## src/shared/skew_recovery_pkg.sv

```systemverilog
// Purpose: constants for the skew and recovery frequency register bank
// Assumes: byte-wide registers reached by offset from the serial front end
// Notes:   all registers clear to zero at reset except the mode, which loads ModeNormal
package skew_recovery_pkg;
    // register offsets
    localparam logic [7:0] SkewOffset    = 8'h0a;
    localparam logic [7:0] RecNOffset    = 8'h0b;
    localparam logic [7:0] RecMOffset    = 8'h0c;
    localparam logic [7:0] CtrlOffset    = 8'h09;
    // field positions in the skew register
    localparam int         CpuSkewLsb    = 5;
    localparam int         MemSkewLsb    = 2;
    localparam int         GfxSkewLsb    = 0;
    // field positions in the control and M registers
    localparam int         OverrideBit   = 5;
    localparam int         WdEnableBit   = 1;
    localparam int         RecSelBit     = 7;
    // reset values
    localparam logic [7:0] SkewReset     = 8'h00;
    localparam logic [7:0] RecNReset     = 8'h00;
    localparam logic [6:0] RecMReset     = 7'h00;
    localparam logic [4:0] SelReset      = 5'h00;
    // frequency range limits in MHz
    localparam int         FreqMinMhz    = 50;
    localparam int         FreqMaxMhz    = 248;
    // pipeline depth of the pin input synchroniser
    localparam int         SyncStages    = 3;

    typedef enum logic [1:0] {
        ModeNormal   = 2'b01,
        ModeRecovery = 2'b10
    } freq_mode_t;
endpackage

```

## src/verilog/pin_sync.sv

```systemverilog
`timescale 1ns/10ps
// Purpose: three-stage input synchroniser with agreement filter
// Assumes: input is asynchronous to clock
// Notes:   output changes once stages two and three agree
module pin_sync #(
    parameter int Width = 1
) (
    // clock and reset
    input  wire logic             clock,
    input  wire logic             sys_rst,
    // pin side
    input  wire logic [Width-1:0] pinIn,
    // synchronised side
    output logic      [Width-1:0] syncOut
);
    logic [Width-1:0] s1_q;
    logic [Width-1:0] s2_q;
    logic [Width-1:0] s3_q;
    logic [Width-1:0] out_d;
    logic [Width-1:0] out_q;

    genvar i;
    generate
        for (i = 0; i < Width; i++) begin : gAgree
            always_comb begin
                out_d[i] = (s2_q[i] == s3_q[i]) ? s3_q[i] : out_q[i];
            end
        end
    endgenerate

    always_ff @(posedge clock or posedge sys_rst) begin
        if (sys_rst) begin
            s1_q  <= '0;
            s2_q  <= '0;
            s3_q  <= '0;
            out_q <= '0;
        end else begin
            s1_q  <= pinIn;
            s2_q  <= s1_q;
            s3_q  <= s2_q;
            out_q <= out_d;
        end
    end

    assign syncOut = out_q;
endmodule

```

## src/verilog/skew_and_recovery_freq_regs.sv

```systemverilog
`timescale 1ns/10ps
// Purpose: skew selection and recovery frequency register bank
// Assumes: serial front end delivers byte reads and writes by offset
// Notes:   the synthesizer consumes the selected source and change pulse
module skew_and_recovery_freq_regs (
    // clock and reset
    input  wire logic       clock,
    input  wire logic       sys_rst,
    // register access from the serial management front end
    input  wire logic       regWrite,
    input  wire logic       regRead,
    input  wire logic [7:0] regAddr,
    input  wire logic [7:0] regWrData,
    output logic      [7:0] regRdData,
    output logic            regRdValid,
    // strap and software frequency selects
    input  wire logic [4:0] strapFrequencySelect,
    input  wire logic [4:0] softFrequencySelect,
    // watchdog
    input  wire logic       watchdogTimeout,
    // skew selections
    output logic      [2:0] cpuClockDelaySel,
    output logic      [2:0] memClockDelaySel,
    output logic      [1:0] graphicsClockDelaySel,
    // synthesizer controls
    output logic      [4:0] ratioSelect,
    output logic            useProgrammedNm,
    output logic      [7:0] synthN,
    output logic      [6:0] synthM,
    output logic            freqChange,
    output logic            recoveryLocked
);
    logic [4:0] strapSync;
    logic [2:0] strapCnt_q;
    logic [2:0] strapCnt_d;
    logic [4:0] strapLatch_q;
    logic [4:0] strapLatch_d;
    logic       strapDone_q;
    logic       strapDone_d;
    logic       wdSync;

    // strap pins and watchdog come from outside this domain
    pin_sync #(.Width(5)) uStrapSync (
        .clock   (clock),
        .sys_rst (sys_rst),
        .pinIn   (strapFrequencySelect),
        .syncOut (strapSync)
    );
    pin_sync #(.Width(1)) uWdSync (
        .clock   (clock),
        .sys_rst (sys_rst),
        .pinIn   (watchdogTimeout),
        .syncOut (wdSync)
    );

    logic [7:0] skew_q;
    logic [7:0] skew_d;
    logic [7:0] recN_q;
    logic [7:0] recN_d;
    logic [6:0] recM_q;
    logic [6:0] recM_d;
    logic       recSel_q;
    logic       recSel_d;
    logic       override_q;
    logic       override_d;
    logic       wdEnable_q;
    logic       wdEnable_d;
    logic [4:0] sel_q;
    logic [4:0] sel_d;
    logic       wdPrev_q;
    logic       wdPrev_d;
    logic [7:0] rd_q;
    logic [7:0] rd_d;
    logic       rdv_q;
    logic       rdv_d;
    logic       chg_q;
    logic       chg_d;
    logic [4:0] ratio_q;
    logic [4:0] ratio_d;
    logic       useNm_q;
    logic       useNm_d;
    logic [7:0] synN_q;
    logic [7:0] synN_d;
    logic [6:0] synM_q;
    logic [6:0] synM_d;
    skew_recovery_pkg::freq_mode_t mode_q;
    skew_recovery_pkg::freq_mode_t mode_d;

    logic wrSkew;
    logic wrN;
    logic wrM;
    logic wrCtrl;
    logic wdRise;
    logic locked;

    always_comb begin
        wrSkew = regWrite && regAddr == skew_recovery_pkg::SkewOffset;
        wrN    = regWrite && regAddr == skew_recovery_pkg::RecNOffset;
        wrM    = regWrite && regAddr == skew_recovery_pkg::RecMOffset;
        wrCtrl = regWrite && regAddr == skew_recovery_pkg::CtrlOffset;
        wdRise = wdSync && !wdPrev_q;
        locked = mode_q == skew_recovery_pkg::ModeRecovery;
    end

    // strap value latched once the synchroniser has settled after reset
    always_comb begin
        strapCnt_d   = strapDone_q ? strapCnt_q : strapCnt_q + 3'h1;
        strapDone_d  = strapDone_q ||
                       strapCnt_q == 3'(skew_recovery_pkg::SyncStages + 1);
        strapLatch_d = (strapDone_d && !strapDone_q) ? strapSync
                                                      : strapLatch_q;
    end

    // register storage
    always_comb begin
        skew_d     = wrSkew ? regWrData : skew_q;
        recN_d     = recN_q;
        recM_d     = recM_q;
        recSel_d   = recSel_q;
        override_d = override_q;
        wdEnable_d = wdEnable_q;
        sel_d      = softFrequencySelect;
        if (wrN && !locked) begin
            recN_d = regWrData;
        end
        if (wrM && !locked) begin
            recM_d   = regWrData[6:0];
            recSel_d = regWrData[skew_recovery_pkg::RecSelBit];
        end
        if (wrCtrl) begin
            wdEnable_d = regWrData[skew_recovery_pkg::WdEnableBit];
            if (!locked) begin
                override_d = regWrData[skew_recovery_pkg::OverrideBit];
            end
        end
    end

    // recovery mode: entered on time-out, left when watchdog disabled
    always_comb begin
        wdPrev_d = wdSync;
        mode_d   = mode_q;
        unique case (mode_q)
            skew_recovery_pkg::ModeNormal: begin
                if (wdRise && wdEnable_q) begin
                    mode_d = skew_recovery_pkg::ModeRecovery;
                end
            end
            skew_recovery_pkg::ModeRecovery: begin
                if (wrCtrl &&
                    !regWrData[skew_recovery_pkg::WdEnableBit]) begin
                    mode_d = skew_recovery_pkg::ModeNormal;
                end
            end
            default: mode_d = skew_recovery_pkg::ModeNormal;
        endcase
    end

    // synthesizer source selection
    always_comb begin
        ratio_d = override_q ? sel_q : strapLatch_q;
        useNm_d = useNm_q;
        synN_d  = synN_q;
        synM_d  = synM_q;
        chg_d   = 1'b0;
        if (!locked && (wrN || wrM)) begin
            // either byte alone retunes; the host should send both at once
            useNm_d = 1'b1;
            synN_d  = wrN ? regWrData : recN_q;
            synM_d  = wrM ? regWrData[6:0] : recM_q;
            chg_d   = 1'b1;
        end
        if (!locked && wdRise && wdEnable_q) begin
            useNm_d = recSel_q;
            synN_d  = recN_q;
            synM_d  = recM_q;
            if (!recSel_q) begin
                ratio_d = strapLatch_q;
            end
            chg_d = 1'b1;
        end
    end

    // read path
    always_comb begin
        rdv_d = regRead;
        rd_d  = 8'h00;
        if (regRead) begin
            if (regAddr == skew_recovery_pkg::SkewOffset) begin
                rd_d = skew_q;
            end else if (regAddr == skew_recovery_pkg::RecNOffset) begin
                rd_d = recN_q;
            end else if (regAddr == skew_recovery_pkg::RecMOffset) begin
                rd_d = {recSel_q, recM_q};
            end else if (regAddr == skew_recovery_pkg::CtrlOffset) begin
                rd_d = {2'h0, override_q, 3'h0, wdEnable_q, 1'b0};
            end
        end
    end

    always_ff @(posedge clock or posedge sys_rst) begin
        if (sys_rst) begin
            strapLatch_q <= skew_recovery_pkg::SelReset;
            strapCnt_q   <= 3'h0;
            strapDone_q  <= 1'b0;
            skew_q       <= skew_recovery_pkg::SkewReset;
            recN_q       <= skew_recovery_pkg::RecNReset;
            recM_q       <= skew_recovery_pkg::RecMReset;
            recSel_q     <= 1'b0;
            override_q   <= 1'b0;
            wdEnable_q   <= 1'b0;
            sel_q        <= skew_recovery_pkg::SelReset;
            wdPrev_q     <= 1'b0;
            mode_q       <= skew_recovery_pkg::ModeNormal;
            rd_q         <= 8'h00;
            rdv_q        <= 1'b0;
            chg_q        <= 1'b0;
            ratio_q      <= skew_recovery_pkg::SelReset;
            useNm_q      <= 1'b0;
            synN_q       <= skew_recovery_pkg::RecNReset;
            synM_q       <= skew_recovery_pkg::RecMReset;
        end else begin
            strapLatch_q <= strapLatch_d;
            strapCnt_q   <= strapCnt_d;
            strapDone_q  <= strapDone_d;
            skew_q       <= skew_d;
            recN_q       <= recN_d;
            recM_q       <= recM_d;
            recSel_q     <= recSel_d;
            override_q   <= override_d;
            wdEnable_q   <= wdEnable_d;
            sel_q        <= sel_d;
            wdPrev_q     <= wdPrev_d;
            mode_q       <= mode_d;
            rd_q         <= rd_d;
            rdv_q        <= rdv_d;
            chg_q        <= chg_d;
            ratio_q      <= ratio_d;
            useNm_q      <= useNm_d;
            synN_q       <= synN_d;
            synM_q       <= synM_d;
        end
    end

    // skew codes go straight to the delay lines
    assign cpuClockDelaySel      = skew_q[skew_recovery_pkg::CpuSkewLsb +: 3];
    assign memClockDelaySel      = skew_q[skew_recovery_pkg::MemSkewLsb +: 3];
    assign graphicsClockDelaySel = skew_q[skew_recovery_pkg::GfxSkewLsb +: 2];
    // the synthesizer maps N and M to 50..248 MHz; no clamp is applied here
    assign synthN                = synN_q;
    assign synthM                = synM_q;
    assign ratioSelect           = ratio_q;
    assign useProgrammedNm       = useNm_q;
    assign freqChange            = chg_q;
    assign recoveryLocked        = mode_q[1];
    assign regRdData             = rd_q;
    assign regRdValid            = rdv_q;
endmodule
```

## config.mk

```make
export PLATFORM = sky130hd
export DESIGN_NAME = skew_and_recovery_freq_regs
export DESIGN_NICKNAME = d
export VERILOG_FILES = /design/src/shared/skew_recovery_pkg.sv /design/src/verilog/pin_sync.sv /design/src/verilog/skew_and_recovery_freq_regs.sv
export SDC_FILE = /design/constraint.sdc
export NUM_CORES = 1
export LEC_CHECK = 0
export ABC_CLOCK_PERIOD_IN_PS = 5100
export BUFFER_PORTS_ARGS = -buffer_cell sky130_fd_sc_hd__buf_2
export CORE_ASPECT_RATIO = 0.6
export CORE_MARGIN = 2
export CORE_UTILIZATION = 50
export CTS_CLUSTER_SIZE = 24
export DETAILED_ROUTE_END_ITERATION = 10
export PLACE_DENSITY_LB_ADDON = 0.1
export SYNTH_ARGS = -nofsm -noshare
export SYNTH_HDL_FRONTEND = slang
export SYNTH_SLANG_ARGS = --single-unit
```

## constraint.sdc

```tcl
create_clock -name clock -period 5.1 [get_ports clock]
set_input_delay 1.275 -clock clock [delete_from_list [all_inputs] [get_ports clock]]
set_output_delay 1.275 -clock clock [all_outputs]
set_load 0.01 [all_outputs]
```

==> run_results.csv <==
group,metric,value,unit
clock_network,clock_latency,0.34,ns
critical_path,reg2reg_depth,4,
clock_network,clk_pin_slew,0.06,ns
run_status,status,"completed",
critical_path,path_max_fanout,17,
pwr,ir_drop,0.214,mV
detailed_routing,vias,2243,
critical_path,startpoint_type,"primary input",
layout,drive_gt1_frac,0.495,
clock_network,cts_inserted_buffers,9,
yosys,yosys.area.top_type,"dfrtp_1",
layout,n_antenna_cell,0,
layout,area_delta_synth_final,20.2,%
critical_path,critPathTopFamily,"simple AND/OR/NAND/NOR gates",
pwr,power.density,353,nW/um^2
detailed_routing,drt_wl_total,6970,um
yosys,ys.warnings.count,0,
sta,hold_violations,0,
placement,hpwl,4760,um
placement,gp_congestion,0.854,
sta,timing.final.crit_share,0.578,
detailed_routing,viasPerCell,5.30,
job,drv_cap,0,
clock_network,cts_tree,"done",
critical_path,path_cells,"buf_2 > nor4_4 > o2111ai_1 > nand2_1 > mux2_2",
detailed_routing,drc,0,
critical_path,r2r-start,"mode_q[0]",
yosys,synth_top_area_share,0.649,
critical_path,crit_path_end_kind,"register",
sta,rsz0062_at_grt,"no",
yosys,ys_types,35,
die,core,7270,um^2
min_path,hold_end,"uStrapSync.s2_q[1]",
detailed_routing,drt-pass1-iter-count,5,
critical_path,cp.arrival,3.17,ns
sta,holdWs,0.348,ns
clock_network,cts_max_path_buffers,2,
die,die_area,8220,um^2
global_route,track_usage,0.192,
clock_network,cts_resized,0,
critical_path,crit_buf_inv,1,
sta,fin_skew,0.00715,ns
global_route,grt_overflow,0,
critical_path,crit_slowest_cell,"nand2_1",
critical_path,r2r_setup_slack,2.97,ns
yosys,synth.avg_cell_area,15.8,um^2
layout,fin_area,4500,um^2
sta,min_period,2.95,ns
die,fp.dieW,116,um
critical_path,slowest_delay,0.67,ns
die,initial_utilization,0.515,
global_route,antenna_found_initial,0,
die,die_y,71.0,um
placement,io_buffers,70,
clock_network,numClockSinks,98,
yosys,synthTopCellsByArea,"dfrtp_1 (65%), mux2_2 (20%), a222oi_1 (1.6%), maj3_1 (1.6%), nor2b_1 (1.2%)",
yosys,syn_inst,237,
min_path,hold_start,"uStrapSync.s1_q[1]",
detailed_routing,ant_nets,0,
sta,setup_viol,0,
die,num_rows,24,
sta,tightest_slew,0.858,ns
yosys,yosysSeqAreaShare,0.656,
clock_network,htreeDepth,3,
clock_network,root_buffer,"clkbuf_16",
global_route,grt_first_pass_wirelength,11600,um
sta,relSlewSlack,0.427,
die,pin_count,71,
critical_path,r2r-end,"synthM[1]",
clock_network,postCtsSetupBuffers,0,
min_path,hold_class,"reg2reg",
pwr,p_leak,2.24,nW
sta,clock.fmax,339,MHz
detailed_routing,detail_route.iter0.violations,178,
yosys,syn-num-nets,270,
min_path,holdPathStages,0,
detailed_routing,wl_per_cell,16.5,um
sta,drv_slew,0,
global_route,grt_pass1_vias,2244,
global_route,grt_max_degree,69,
yosys,syn-cell-area,3740,um^2
critical_path,critPathRequiredTime,5.32,ns
sta,finalSetupTns,0,ns
clock_network,ctsHoldBuffers,0,
layout,fin_nets,347,
critical_path,critPathKind,"in2reg",
yosys,synth-seq-cells,98,
placement,dpl_cell_area,4200,um^2
## layout by cell type (no fill, tap or decap)
master / n
o21ai_0: 1
clkbuf_1: 2
ha_1: 2
inv_6: 1
buf_4: 1
nor4_4: 1
nand3_1: 1
and4b_1: 1
and4bb_2: 1
o21ai_1: 1
o2111ai_2: 2
maj3_1: 6
xnor2_1: 2
o22a_1: 1
clkinvlp_4: 1
a22oi_1: 2
inv_1: 2
a21oi_1: 2
nor2b_1: 7
buf_2: 70
o21a_1: 1
bufinv_16: 1
o2111ai_1: 1
dfstp_2: 1
mux2_2: 67
nand4_1: 3
o22ai_1: 2
a222oi_1: 6
nand2_1: 3
a21o_1: 1
dfrtp_1: 97
nor4bb_1: 2
and3b_1: 1
nand3b_1: 2
inv_4: 1
clkbuf_16: 9
nand2b_1: 3
clkinv_4: 2
nor2_1: 9
## final cells by class
type | instances | area (um^2)
fill | 586 | 2770
sequential | 98 | 2450
multi-input combinational | 131 | 1250
timing repair buffer | 71 | 358
clock buffer | 11 | 233
tap | 104 | 130
clock inverter | 5 | 63.8
inverter | 3 | 13.8
## where the power goes
part | internal [mW] | total [mW] | switching (mW) | leakage [nW]
clock | 0.384 | 0.663 | 0.279 | 0.140
sequential | 0.813 | 0.832 | 0.0188 | 1.26
combinational | 0.0444 | 0.0943 | 0.0499 | 0.846
total | 1.24 | 1.59 | 0.348 | 2.24
## kinds of logic after synthesis
family,count (synthesis),share of synthesized area
xor+xnor,2,0.00468
flops,98,0.656
fa+ha+maj,8,0.0227
buf+inv,8,0.0114
compound gates,20,0.0455
simple gates,34,0.0585
mux,67,0.202
## metrics by stage
stage / cells / setup slack, ns / util / total power [mW]
after detailed placement: 407 / 1.81 / 0.578 / 0.943
after floorplan: 237 / 1.26 / - / 0.898
after global routing: 423 / 2.11 / 0.619 / 1.66
after CTS: 423 / 2.17 / 0.619 / 1.61
final: 423 / 2.15 / 0.619 / 1.59
after global placement: 407 / 1.87 / 0.578 / 0.941
## synthesized netlist by cell type, drive strengths merged
| master | n |
|---|---|
| and4bb | 1 |
| xnor2 | 2 |
| buf | 4 |
| a21oi | 2 |
| nand2 | 3 |
| o22ai | 2 |
| o21a | 1 |
| mux2 | 67 |
| nand3 | 1 |
| nand3b | 2 |
| o22a | 1 |
| o2111ai | 3 |
| and4b | 1 |
| o21ai | 2 |
| nor4 | 1 |
| nor2b | 7 |
| nand2b | 3 |
| inv | 3 |
| maj3 | 6 |
| nor4bb | 2 |
| dfrtp | 97 |
| and3b | 1 |
| clkbuf | 1 |
| nor2 | 9 |
| a21o | 1 |
| a22oi | 2 |
| dfstp | 1 |
| nand4 | 3 |
| ha | 2 |
| a222oi | 6 |
## registers in the layout, indices dropped and copies added, names as in the netlist, 7 cells and up
signal,count
synthN,8
recN_q,8
skew_q,8
synthM,7
recM_q,7
regRdData,8
## metal layers
metal | vias to the layer above | global-route usage | wire length [um] | share of wire
met5 | - | 0 | 0 | 0
met4 | 0 | 0.0595 | 86 | 0.012
met3 | 8 | 0.0651 | 439 | 0.063
met2 | 79 | 0.264 | 2890 | 0.41
met1 | 1126 | 0.288 | 3560 | 0.51
li1 | 1030 | - | - | -
## worst max path at each step
stage / cells past startpoint / endpoint / slack, ns / from
after CTS: 5 / synthM[1] / 2.17 / regAddr[5]
final: 5 / synthM[1] / 2.15 / regAddr[5]
after global placement: 5 / synthM[3] / 1.87 / regAddr[5]
after floorplan: 1 / freqChange / 1.26 / sys_rst
after detailed placement: 5 / synthN[0] / 1.81 / regAddr[5]
after global routing: 5 / synthM[1] / 2.11 / regAddr[5]
No activity file was read; power rests on OpenSTA's default activity.
